[src/include/adp_pkg.sv]
/*
 * adp_pkg: constants and carrier types of the audio descriptor parser.
 * Assumes a single clock domain; included before every rtl file.
 */
package adp_pkg;

    localparam logic [7:0] TAG_AUDIO = 8'h6A;
    localparam logic [7:0] TAG_LANG = 8'h0A;
    localparam logic [7:0] STREAM_TYPE_PRIV = 8'h06;
    localparam logic [7:0] PES_PRIV_ONE = 8'hBD;
    localparam logic [7:0] CONTENT_AUDIO = 8'h04;
    localparam logic [4:0] VERSION_CURRENT = 5'h08;
    localparam logic [2:0] MAIN_MAX = 3'h7;

    // presence flag positions inside the flag byte
    localparam int FLG_KIND = 7;
    localparam int FLG_VERSION = 6;
    localparam int FLG_MAIN = 5;
    localparam int FLG_ASSOC = 4;

    // fields inside the audio kind code
    localparam int KIND_RESERVED = 7;
    localparam int KIND_FULL = 6;
    localparam int KIND_SVC_LSB = 3;
    localparam int KIND_CHAN_LSB = 0;

    localparam logic [1:0] LANG_BYTES = 2'h3;
    localparam logic [7:0] LEN_LAST = 8'h01;

    // buffer sizes in bytes
    localparam logic [15:0] MULTIPLEX_SLACK_BYTES = 16'h02E0;
    localparam logic [15:0] PADDING_BYTES = 16'h0040;
    localparam logic [15:0] OTHER_AUDIO_BUFFER = 16'h0E00;

    localparam int FIFO_DEPTH = 8;
    localparam int BEAT_W = 9;

    typedef struct packed {
        logic first;
        logic [7:0] data;
    } adp_beat_t;

    typedef struct packed {
        logic found;
        logic audio_kind_present;
        logic version_present;
        logic main_present;
        logic assoc_present;
        logic [7:0] audio_kind_code;
        logic kind_reserved;
        logic full_service;
        logic [2:0] service_type;
        logic [2:0] channel_cfg;
        logic [4:0] coding_version;
        logic version_hi_nonzero;
        logic version_is_current;
        logic [2:0] main_service;
        logic main_out_of_range;
        logic [7:0] assoc_mask;
        logic [12:0] pid;
    } adp_fields_t;

    typedef enum logic [2:0] {
        S_TAG = 3'h0,
        S_LEN = 3'h1,
        S_FLAGS = 3'h2,
        S_OPT = 3'h3,
        S_SKIP = 3'h4,
        S_LANG = 3'h5
    } adp_state_t;

endpackage

[src/rtl/adp_fifo.sv]
/*
 * adp_fifo: small byte FIFO with valid/ready on both sides.
 * Assumes producer and consumer share clk_sys_i.
 */
`timescale 1ns/100ps
`default_nettype none

module adp_fifo #(
    parameter int W = 9,
    parameter int DEPTH = 8
) (
    input wire logic clk_sys_i,
    input wire logic rst_i,
    input wire logic in_valid_i,
    input wire logic [W-1:0] in_data_i,
    output logic in_ready_o,
    output logic out_valid_o,
    output logic [W-1:0] out_data_o,
    input wire logic out_ready_i
);
    localparam int PW = (DEPTH > 1) ? $clog2(DEPTH) : 1;
    localparam int CW = $clog2(DEPTH + 1);
    localparam logic [PW-1:0] PTR_LAST = PW'(DEPTH - 1);
    localparam logic [CW-1:0] CNT_FULL = CW'(DEPTH);

    typedef struct packed {
        logic [DEPTH-1:0][W-1:0] mem;
        logic [PW-1:0] wr;
        logic [PW-1:0] rd;
        logic [CW-1:0] cnt;
        logic in_ready;
        logic out_valid;
    } adp_fifo_st_t;

    adp_fifo_st_t st_reg;
    adp_fifo_st_t st_next;
    logic push;
    logic pop;

    function automatic logic [PW-1:0] ptr_inc(input logic [PW-1:0] p);
        ptr_inc = (p == PTR_LAST) ? '0 : p + 1'b1;
    endfunction

    always_comb begin
        st_next = st_reg;
        push = in_valid_i & st_reg.in_ready;
        pop = st_reg.out_valid & out_ready_i;
        if (push) begin
            st_next.mem[st_reg.wr] = in_data_i;
            st_next.wr = ptr_inc(st_reg.wr);
        end
        if (pop) begin
            st_next.rd = ptr_inc(st_reg.rd);
        end
        if (push && !pop) begin
            st_next.cnt = st_reg.cnt + 1'b1;
        end else if (pop && !push) begin
            st_next.cnt = st_reg.cnt - 1'b1;
        end
        // flags from the next count keep both handshakes registered
        st_next.in_ready = (st_next.cnt != CNT_FULL);
        st_next.out_valid = (st_next.cnt != '0);
    end

    always_ff @(posedge clk_sys_i or posedge rst_i) begin
        if (rst_i) begin
            st_reg <= '0;
            st_reg.in_ready <= 1'b1;
        end else begin
            st_reg <= st_next;
        end
    end

    assign in_ready_o = st_reg.in_ready;
    assign out_valid_o = st_reg.out_valid;
    assign out_data_o = st_reg.mem[st_reg.rd];

endmodule // adp_fifo

`default_nettype wire

[src/rtl/adp_parser.sv]
/*
 * adp_parser: walks a descriptor loop byte by byte, extracts the
 * compressed-audio service descriptor and the language descriptor,
 * flags stream type, PES stream number and content, and sums the buffer size.
 * Assumes the byte source runs on clk_sys_i and marks each tag byte
 * that starts a new descriptor loop with first.
 */
// Overview of operation
// - tag byte 6A alone marks an audio service descriptor.
// - length byte counts payload bytes; exactly that many are consumed.
// - payload holds at least the flag byte; zero length is malformed.
// - flag byte bits 7..4 announce kind, version, main number, mask.
// - optional bytes follow in that fixed order, only when flagged.
// - audio kind code is passed on unchanged as component type.
// - version byte upper three bits zero, lower five give version 8.
// - main service number is 0 to 7, unique per main service.
// - mask bit n set means playable with main service n.
// - bytes left after optional fields are skipped uninterpreted.
// - audio stream announced with stream type 06 (private PES data).
// - PES packets carry stream number BD, private stream one.
// - streams sharing stream number are told apart by PID only.
// - access unit buffer always sized for the highest system bit rate.
// - other audio uses a fixed 3584 byte main buffer.
// - component type table applies only when stream content is 04.
// - language descriptor yields a 24-bit code from three bytes.
// - kind bit 7 reserved; else full flag, service type, channels.
`timescale 1ns/100ps
`default_nettype none

module adp_parser #(
    parameter int FIFO_DEPTH = adp_pkg::FIFO_DEPTH
) (
    input wire logic clk_sys_i,
    input wire logic rst_i,
    input wire logic in_valid_i,
    input wire adp_pkg::adp_beat_t in_beat_i,
    output logic in_ready_o,
    input wire logic hold_i,
    input wire logic [7:0] pmt_stream_type_i,
    input wire logic [7:0] pes_stream_number_i,
    input wire logic [12:0] pid_i,
    input wire logic [7:0] comp_stream_content_i,
    input wire logic [15:0] access_unit_buffer_i,
    output adp_pkg::adp_fields_t fields_o,
    output logic done_o,
    output logic malformed_o,
    output logic stream_type_ok_o,
    output logic pes_id_ok_o,
    output logic comp_type_applies_o,
    output logic [15:0] main_audio_buffer_total_o,
    output logic lang_valid_o,
    output logic [23:0] lang_code_o
);

    typedef enum logic [1:0] {
        K_OTHER = 2'h0,
        K_AUDIO = 2'h1,
        K_LANG = 2'h2
    } adp_kind_t;

    typedef struct packed {
        adp_pkg::adp_state_t state;
        adp_kind_t kind;
        logic [7:0] rem;
        logic [3:0] pend;
        logic [1:0] lang_cnt;
        adp_pkg::adp_fields_t res;
        logic done;
        logic malformed;
        logic stream_type_ok;
        logic pes_id_ok;
        logic comp_applies;
        logic [15:0] buf_total;
        logic lang_valid;
        logic [23:0] lang_code;
    } adp_st_t;

    adp_st_t st_reg;
    adp_st_t st_next;

    logic fifo_valid;
    adp_pkg::adp_beat_t fifo_beat;
    logic take;
    logic last;
    logic [7:0] b;
    logic [3:0] left;

    // pending bits left once the highest set one is cleared by the msb-first pick
    function automatic logic [3:0] drop_top(input logic [3:0] p);
        logic [3:0] r;
        r = p;
        if (p[3]) begin
            r[3] = 1'b0;
        end else if (p[2]) begin
            r[2] = 1'b0;
        end else if (p[1]) begin
            r[1] = 1'b0;
        end else begin
            r[0] = 1'b0;
        end
        drop_top = r;
    endfunction

    adp_fifo #(
        .W(adp_pkg::BEAT_W),
        .DEPTH(FIFO_DEPTH)
    ) u_fifo (
        .clk_sys_i(clk_sys_i),
        .rst_i(rst_i),
        .in_valid_i(in_valid_i),
        .in_data_i(in_beat_i),
        .in_ready_o(in_ready_o),
        .out_valid_o(fifo_valid),
        .out_data_o(fifo_beat),
        .out_ready_i(!hold_i)
    );

    always_comb begin
        st_next = st_reg;
        st_next.done = 1'b0;
        take = fifo_valid & !hold_i;
        b = fifo_beat.data;
        last = (st_reg.rem == adp_pkg::LEN_LAST);
        left = 4'h0;

        st_next.stream_type_ok =
            (pmt_stream_type_i == adp_pkg::STREAM_TYPE_PRIV);
        st_next.pes_id_ok =
            (pes_stream_number_i == adp_pkg::PES_PRIV_ONE);
        st_next.comp_applies =
            (comp_stream_content_i == adp_pkg::CONTENT_AUDIO);

        // access unit term arrives already sized for the top bit rate
        if (st_reg.res.found) begin
            st_next.buf_total = adp_pkg::MULTIPLEX_SLACK_BYTES
                + adp_pkg::PADDING_BYTES
                + access_unit_buffer_i;
        end else begin
            st_next.buf_total = adp_pkg::OTHER_AUDIO_BUFFER;
        end

        if (take) begin
            // a first beat resynchronises; a cut descriptor is dropped
            if (fifo_beat.first || st_reg.state == adp_pkg::S_TAG) begin
                st_next.state = adp_pkg::S_LEN;
                if (b == adp_pkg::TAG_AUDIO) begin
                    st_next.kind = K_AUDIO;
                    st_next.res = '0;
                    st_next.malformed = 1'b0;
                end else if (b == adp_pkg::TAG_LANG) begin
                    st_next.kind = K_LANG;
                end else begin
                    st_next.kind = K_OTHER;
                end
            end else begin
                case (st_reg.state)
                    adp_pkg::S_LEN: begin
                        st_next.rem = b;
                        st_next.lang_cnt = 2'h0;
                        if (b == 8'h00) begin
                            st_next.state = adp_pkg::S_TAG;
                            if (st_reg.kind == K_AUDIO) begin
                                st_next.malformed = 1'b1;
                                st_next.done = 1'b1;
                                st_next.res.found = 1'b1;
                                st_next.res.pid = pid_i;
                            end
                        end else if (st_reg.kind == K_AUDIO) begin
                            st_next.state = adp_pkg::S_FLAGS;
                        end else if (st_reg.kind == K_LANG) begin
                            st_next.state = adp_pkg::S_LANG;
                        end else begin
                            st_next.state = adp_pkg::S_SKIP;
                        end
                    end
                    adp_pkg::S_FLAGS: begin
                        // low nibble is reserved and not looked at
                        st_next.pend = {b[adp_pkg::FLG_KIND],
                                        b[adp_pkg::FLG_VERSION],
                                        b[adp_pkg::FLG_MAIN],
                                        b[adp_pkg::FLG_ASSOC]};
                        st_next.rem = st_reg.rem - 1'b1;
                        if (last) begin
                            st_next.state = adp_pkg::S_TAG;
                            st_next.done = 1'b1;
                            st_next.res.found = 1'b1;
                            st_next.res.pid = pid_i;
                            st_next.malformed = (st_next.pend != 4'h0);
                        end else if (st_next.pend == 4'h0) begin
                            st_next.state = adp_pkg::S_SKIP;
                        end else begin
                            st_next.state = adp_pkg::S_OPT;
                        end
                    end
                    adp_pkg::S_OPT: begin
                        left = drop_top(st_reg.pend);
                        st_next.pend = left;
                        st_next.rem = st_reg.rem - 1'b1;
                        if (st_reg.pend[3]) begin
                            st_next.res.audio_kind_present = 1'b1;
                            st_next.res.audio_kind_code = b;
                            st_next.res.kind_reserved =
                                b[adp_pkg::KIND_RESERVED];
                            st_next.res.full_service =
                                b[adp_pkg::KIND_FULL];
                            st_next.res.service_type =
                                b[adp_pkg::KIND_SVC_LSB +: 3];
                            st_next.res.channel_cfg =
                                b[adp_pkg::KIND_CHAN_LSB +: 3];
                        end else if (st_reg.pend[2]) begin
                            st_next.res.version_present = 1'b1;
                            st_next.res.coding_version = b[4:0];
                            st_next.res.version_hi_nonzero = (b[7:5] != 3'h0);
                            st_next.res.version_is_current =
                                (b[7:5] == 3'h0)
                                && (b[4:0] == adp_pkg::VERSION_CURRENT);
                        end else if (st_reg.pend[1]) begin
                            st_next.res.main_present = 1'b1;
                            st_next.res.main_service = b[2:0];
                            st_next.res.main_out_of_range =
                                (b > {5'h00, adp_pkg::MAIN_MAX});
                        end else begin
                            st_next.res.assoc_present = 1'b1;
                            st_next.res.assoc_mask = b;
                        end
                        if (last) begin
                            st_next.state = adp_pkg::S_TAG;
                            st_next.done = 1'b1;
                            st_next.res.found = 1'b1;
                            st_next.res.pid = pid_i;
                            st_next.malformed = (left != 4'h0);
                        end else if (left == 4'h0) begin
                            st_next.state = adp_pkg::S_SKIP;
                        end
                    end
                    adp_pkg::S_SKIP: begin
                        st_next.rem = st_reg.rem - 1'b1;
                        if (last) begin
                            st_next.state = adp_pkg::S_TAG;
                            if (st_reg.kind == K_AUDIO) begin
                                st_next.done = 1'b1;
                                st_next.res.found = 1'b1;
                                st_next.res.pid = pid_i;
                            end
                        end
                    end
                    adp_pkg::S_LANG: begin
                        st_next.rem = st_reg.rem - 1'b1;
                        if (st_reg.lang_cnt != adp_pkg::LANG_BYTES) begin
                            st_next.lang_code =
                                {st_reg.lang_code[15:0], b};
                            st_next.lang_cnt = st_reg.lang_cnt + 1'b1;
                            if (st_next.lang_cnt == adp_pkg::LANG_BYTES) begin
                                st_next.lang_valid = 1'b1;
                            end else begin
                                st_next.lang_valid = 1'b0;
                            end
                        end
                        if (last) begin
                            st_next.state = adp_pkg::S_TAG;
                        end
                    end
                    default: begin
                        st_next.state = adp_pkg::S_TAG;
                    end
                endcase
            end
        end
    end

    always_ff @(posedge clk_sys_i or posedge rst_i) begin
        if (rst_i) begin
            st_reg <= '0;
            st_reg.state <= adp_pkg::S_TAG;
            st_reg.buf_total <= adp_pkg::OTHER_AUDIO_BUFFER;
        end else begin
            st_reg <= st_next;
        end
    end

    assign fields_o = st_reg.res;
    assign done_o = st_reg.done;
    assign malformed_o = st_reg.malformed;
    assign stream_type_ok_o = st_reg.stream_type_ok;
    assign pes_id_ok_o = st_reg.pes_id_ok;
    assign comp_type_applies_o = st_reg.comp_applies;
    assign main_audio_buffer_total_o = st_reg.buf_total;
    assign lang_valid_o = st_reg.lang_valid;
    assign lang_code_o = st_reg.lang_code;

endmodule // adp_parser

`default_nettype wire

[config.mk]
export PLATFORM = sky130hd
export DESIGN_NAME = adp_parser
export DESIGN_NICKNAME = d
export VERILOG_FILES = /design/src/include/adp_pkg.sv /design/src/rtl/adp_fifo.sv /design/src/rtl/adp_parser.sv
export SDC_FILE = /design/constraint.sdc
export NUM_CORES = 1
export LEC_CHECK = 0
export ABC_AREA = 1
export BUFFER_PORTS_ARGS = -buffer_cell sky130_fd_sc_hd__buf_2
export CORE_MARGIN = 3
export CORE_UTILIZATION = 45
export CTS_BUF_LIST = sky130_fd_sc_hd__clkbuf_4 sky130_fd_sc_hd__clkbuf_8
export CTS_CLUSTER_DIAMETER = 200
export DETAILED_ROUTE_END_ITERATION = 16
export GPL_TIMING_DRIVEN = 0
export PLACE_DENSITY = 0.66
export SLEW_MARGIN = 20
export SYNTH_ARGS = -nofsm -noshare
export SYNTH_HDL_FRONTEND = slang
export SYNTH_SLANG_ARGS = --single-unit
[constraint.sdc]
create_clock -name clk_sys_i -period 7.29 [get_ports clk_sys_i]
set_input_delay 0.3645 -clock clk_sys_i [delete_from_list [all_inputs] [get_ports clk_sys_i]]
set_output_delay 0.3645 -clock clk_sys_i [all_outputs]
set_load 0.02 [all_outputs]
-- Yosys cells after proc, flatten, opt, wreduce, memory -nomap -nowiden
Index checks and enable logic that the tools add are counted.
Widths: inputs -> output; s select.
- register bits after elaboration: 202
- input port bits: 66
- logic and storage cells: 201
- $add $sub $neg: 7
- $lt $le $gt $ge: 4
- equality and inequality tests: 33
- multiplexer cells: 68
- bitwise operators: 3
- reductions and logical operators: 43
- operators with widths (operator ; number):
    $mux 53 ; 2
    $bwmux 72 ; 1
    $mux 15 ; 4
    $pmux 14 s4 ; 1
    $mux 3 ; 15
    $mux 39 ; 1
    $mux 16 ; 2
    $mux 14 ; 2
    $bmux 9 s3 ; 1
    $demux 9 s3 ; 1
    $reduce_bool 4->1 ; 5
    $mux 19 ; 1
    $mux 9 ; 2
    $ne 3x3->1 const B ; 6
    $reduce_and 6->1 ; 3
    $mux 1 ; 17
    $add 10x16->16 const A ; 1
    $eq 8x3->1 const B ; 2
    $pmux 8 s2 ; 1
    $reduce_bool 2->1 ; 7
    $eq 3x3->1 const B ; 4
    $mux 12 ; 1
    $mux 2 ; 6
    $mux 4 ; 3
    other kinds (45) ; 69

-- Depth between registers and ports, before layout
- depth after elaboration: 11
- gate-level depth with buffers: 17

-- Modules after synthesis
Synthesis repeated with hierarchy kept, for this count alone.
- cell total of the unflattened synthesis: 1247
- area total of the unflattened synthesis: 10244.8 um^2
- by module, submodules not included (module ; instances ; cells an instance ; area each (um^2)):
    adp_parser ; 1 ; 761 ; 6042.0
    adp_fifo ; 1 ; 486 ; 4202.8

-- Worst setup path before layout
No wires, ideal clock.
- path kind: register -> register
- start point: register u_fifo.st_reg[6] (netlist name)
- end point: register st_reg (netlist bit lang_valid_o)
- setup time: 128 ps
- data arrival time: 1815 ps
- setup slack: 5347 ps
- cell stages (with the launch flop): 12
- path buffers: 2
- path through: dfrtp_1 inv_2 buf_4 nand2_1 nand3_1 nand3_1 nand2_1 nand2_4 nor2_4 nand2_1 buf_2 mux2_1
- cells in the longest elaborated chain, start to end: 5
- RTL lines (item ; line ; source):
    start: declaration ; adp_fifo.sv:35 ; adp_fifo_st_t st_reg;
    start signal: assignment ; adp_fifo.sv:70 ; st_reg <= st_next;
    $bmux 9 s3 ; adp_fifo.sv:76 ; assign out_data_o = st_reg.mem[st_reg.rd];
    $mux 9 (not written as such) ; adp_fifo.sv:76 ;
    $logic_or 1x1->1 ; adp_parser.sv:144 ; if (fifo_beat.first || st_reg.state == adp_pkg::S_TAG) begin
    $not 1->1 (no line) ; -- ;
    $reduce_and 4->1 (no line) ; -- ;
    end signal: assignment ; adp_parser.sv:277 ; st_reg <= st_next;
    end: declaration ; adp_parser.sv:78 ; adp_st_t st_reg;
No other way between the ends. The select of a mux whose other input is x is not followed.
A chain may end at the register's enable or synchronous reset.

-- Final worst setup path
- start point: register u_fifo.st_reg[6] (netlist name)
- end point: register st_reg[110] (netlist name)
- cells in the longest elaborated chain, start to end: 5
- elaborated cells on any way between the ends: 6
- classes of those cells: mux: 3; bitwise: 1; reduce/logical: 2
- RTL lines (item ; line):
    $bmux 9 s3 * ; adp_fifo.sv:76
    $mux 9 (not written as such) * ; adp_fifo.sv:76
    $logic_or 1x1->1 ; adp_parser.sv:144
    $not 1->1 (no line) ; --
    $reduce_and 3->1 (no line) ; --
Mark *: on every way between the ends. The rest lies on a longest branch, timed or not. The select of a mux whose other input is x is not followed.

==> run metrics <==
outcome finished, final reports clean; post-DP HPWL 17900 µm; syn nets 1363; worst setup path end st_reg[110]; Setup crit start u_fifo.st_reg[6]; VDD IR max 0.000186 V; Main synth FF type dfrtp_1; power density cells 379 nW/µm²; unrepaired setup endpoints after global routing no; Cells after Synth 1286; max reg flops 82; GRT overflow 0; initial antenna violation count 0; Rows 54; clock-pin slew on the worst setup and hold paths 0.11 ns; worst-path maximum fanout 10; vias in the first global route 7950; worst slew pin tran 0.502 ns; CTS buffer count 17; H-tree depth 4; Syn Area/Cell 7.84 µm²; R2R Path End st_reg[110]; DR iter-0 viols 607; CTS root buf clkbuf_8; TritonCTS clock tree yes; I/O pin total 166; clock sink count 194; core box area 21900 µm²; Netlist Area Pre-Place 10100 µm²; Final Slew Violations 0; die height 156 µm; drt pass-1 iters 8; CTS max path bufs 2; Worst R2R Setup Slack 4.73 ns; largest net degree at the start of global routing 78; post-layout utilization of the core 53.5%; port bufs 165; max-cap violations 0; worst relative slew slack 66.5%; clock latency on the worst-skew pair 0.49 ns; Post-synth EDFFs 0; Antenna diodes 0; vias 8513; worst endpoint required time 7.65 ns; Power, Total 4.44 mW; CP endpoint kind flop; CP Class flop to flop; Global Route Usage Sum 20.3%; FF+latch count, synth 194; period utilization 35.1%; die area 24200 µm²; post-synthesis sequential area ratio 48.2%; CP arrival 2.91 ns; Worst Skew 0.0249 ns; FF-to-FF Start u_fifo.st_reg[6]; critical path startpoint category flop; f_max 391 MHz; initial core utilization 46.0%; Detailed Route WL 24500 µm; Placer Congestion 0.918; Yosys cell types 45; final setup violating endpoints 0; Final ANT Viol Nets 0; Syn-to-layout area delta 16.2%; routed vias/inst 4.82; share of layout cells above drive strength 1 24.0%; Leakage 6.73 nW; DRC 0; Final #Nets 1550; die width 156 µm; Final Hold Viols 0; first-pass GRT wire length 40000 µm; yosys warns 0; r2r worst-path depth 12; Tmin final 2.56 ns; WL/cell 13.9 µm; Post-synth ARST share 100%; worst hold path type input port to flop
## cells in the mapped netlist, types with 2 or more instances
cell type / instances / area, µm²
dfrtp_1: 190 / 4750
a31oi_1: 3 / 18.8
ha_1: 11 / 138
xor2_1: 4 / 35.0
or4_1: 2 / 15.0
nand2_1: 398 / 1490
nand2_2: 10 / 62.6
nor3_1: 3 / 15.0
o21ai_1: 5 / 25.0
mux2_1: 3 / 33.8
a21oi_1: 21 / 105
dfstp_2: 4 / 105
inv_2: 4 / 15.0
clkbuf_1: 16 / 60.1
or2_2: 3 / 18.8
nor2_2: 6 / 37.5
o21ai_0: 121 / 606
buf_6: 4 / 45.0
o211ai_1: 4 / 30.0
nor4b_1: 2 / 17.5
nand2_4: 2 / 22.5
o22ai_1: 3 / 18.8
buf_2: 16 / 80.1
inv_1: 151 / 567
nor2_4: 4 / 45.0
nand3_1: 97 / 485
buf_4: 97 / 728
nor2_1: 74 / 278
o21ai_2: 3 / 26.3
o31ai_1: 2 / 15.0
nand4_1: 9 / 56.3
## cells in the final DEF, fill, tap and decap left out, types with 4 or more instances in the layout
cell,instances
clkbuf_8,17
inv_8,4
buf_2,181
o211ai_1,4
xor2_1,4
buf_4,97
nand2_1,398
nand3_1,97
o21ai_1,5
nor2_1,74
ha_1,11
buf_6,4
inv_2,4
nand4_1,9
nor2_4,4
a21oi_1,21
inv_1,150
dfrtp_1,190
nand2_2,10
inv_6,5
dfstp_2,4
o21ai_0,121
nor2_2,6
clkbuf_1,16
## stage by stage
| step | instances | setup TNS [ns] | cell area [µm²] | hold slack, ns | setup WS [ns] |
|---|---|---|---|---|---|
| final | 1766 | 0 | 11700 | 0.0339 | 4.73 |
| after global routing | 1766 | 0 | 11700 | 0.0234 | 4.53 |
| after global placement | 1731 | -133.91 | 11300 | 0.460 | -0.717 |
| after floorplan | 1286 | 0 | 10100 | 0.431 | 1.65 |
| after CTS | 1766 | 0 | 11700 | 0.0178 | 4.76 |
| after detailed placement | 1733 | 0 | 11300 | 0.386 | 4.78 |
## worst min path at each step
| stage | from | to | cells past startpoint |
|---|---|---|---|
| final | comp_stream_content_i[1] | comp_type_applies_o | 2 |
| after global routing | comp_stream_content_i[1] | comp_type_applies_o | 2 |
| after detailed placement | rst_i | u_fifo.st_reg[58] | 2 |
| after floorplan | access_unit_buffer_i[5] | main_audio_buffer_total_o[5] | 1 |
| after CTS | comp_stream_content_i[1] | comp_type_applies_o | 2 |
| after global placement | fields_o[51] | fields_o[51] | 2 |
## logic make-up (layout without fill, tap and decap cells)
group / Yosys count / count (layout) / synth area share [%]
simple gates: 616 / 616 / 25.8
buf+inv: 288 / 488 / 14.8
compound gates: 169 / 169 / 8.95
fa+ha+maj: 11 / 11 / 1.37
flops: 194 / 194 / 48.2
xor+xnor: 5 / 5 / 0.435
mux: 3 / 3 / 0.335
## worst max-delay path, stage by stage (launching register included)
cell and delay [ns]:
dfrtp_1 0.48, inv_2 0.18, buf_4 0.21, nand2_1 0.07, nand3_1 0.09, nand3_1 0.13
nand2_1 0.17, nand2_4 0.11, nor2_4 0.19, inv_2 0.11, a21oi_2 0.29, buf_2 0.28
o21ai_0 0.12
## what timing repair did
item / CTS / global route
endpoints found under the hold margin: 45 / 0
setup buffers: 0 / 0
resized for setup: 0 / 0
hold buffers: 1 / 0
## layout make-up
cell class / count / area (µm²)
inverter: 155 / 589
clock inverter: 14 / 144
clock buffer: 18 / 241
timing repair buffer: 168 / 891
sequential: 194 / 4860
multi-input combinational: 804 / 3720
fill: 2087 / 10200
tap: 280 / 350
buffer: 133 / 913
## metal layers
| layer | vias to the layer above | track usage, % | part of all wire (%) |
|---|---|---|---|
| met5 | - | 0 | 0 |
| met4 | 0 | 5.50 | 1.7 |
| met3 | 32 | 2.88 | 4.7 |
| met2 | 220 | 34.0 | 48 |
| met1 | 3939 | 27.9 | 45 |
| li1 | 4322 | - | - |
## report_power, final
| part | total [mW] | switching (mW) | internal (mW) |
|---|---|---|---|
| registers | 1.63 | 0.213 | 1.41 |
| clock network | 0.702 | 0.415 | 0.287 |
| logic | 2.11 | 1.38 | 0.726 |
(Power assumes the default switching activity.)
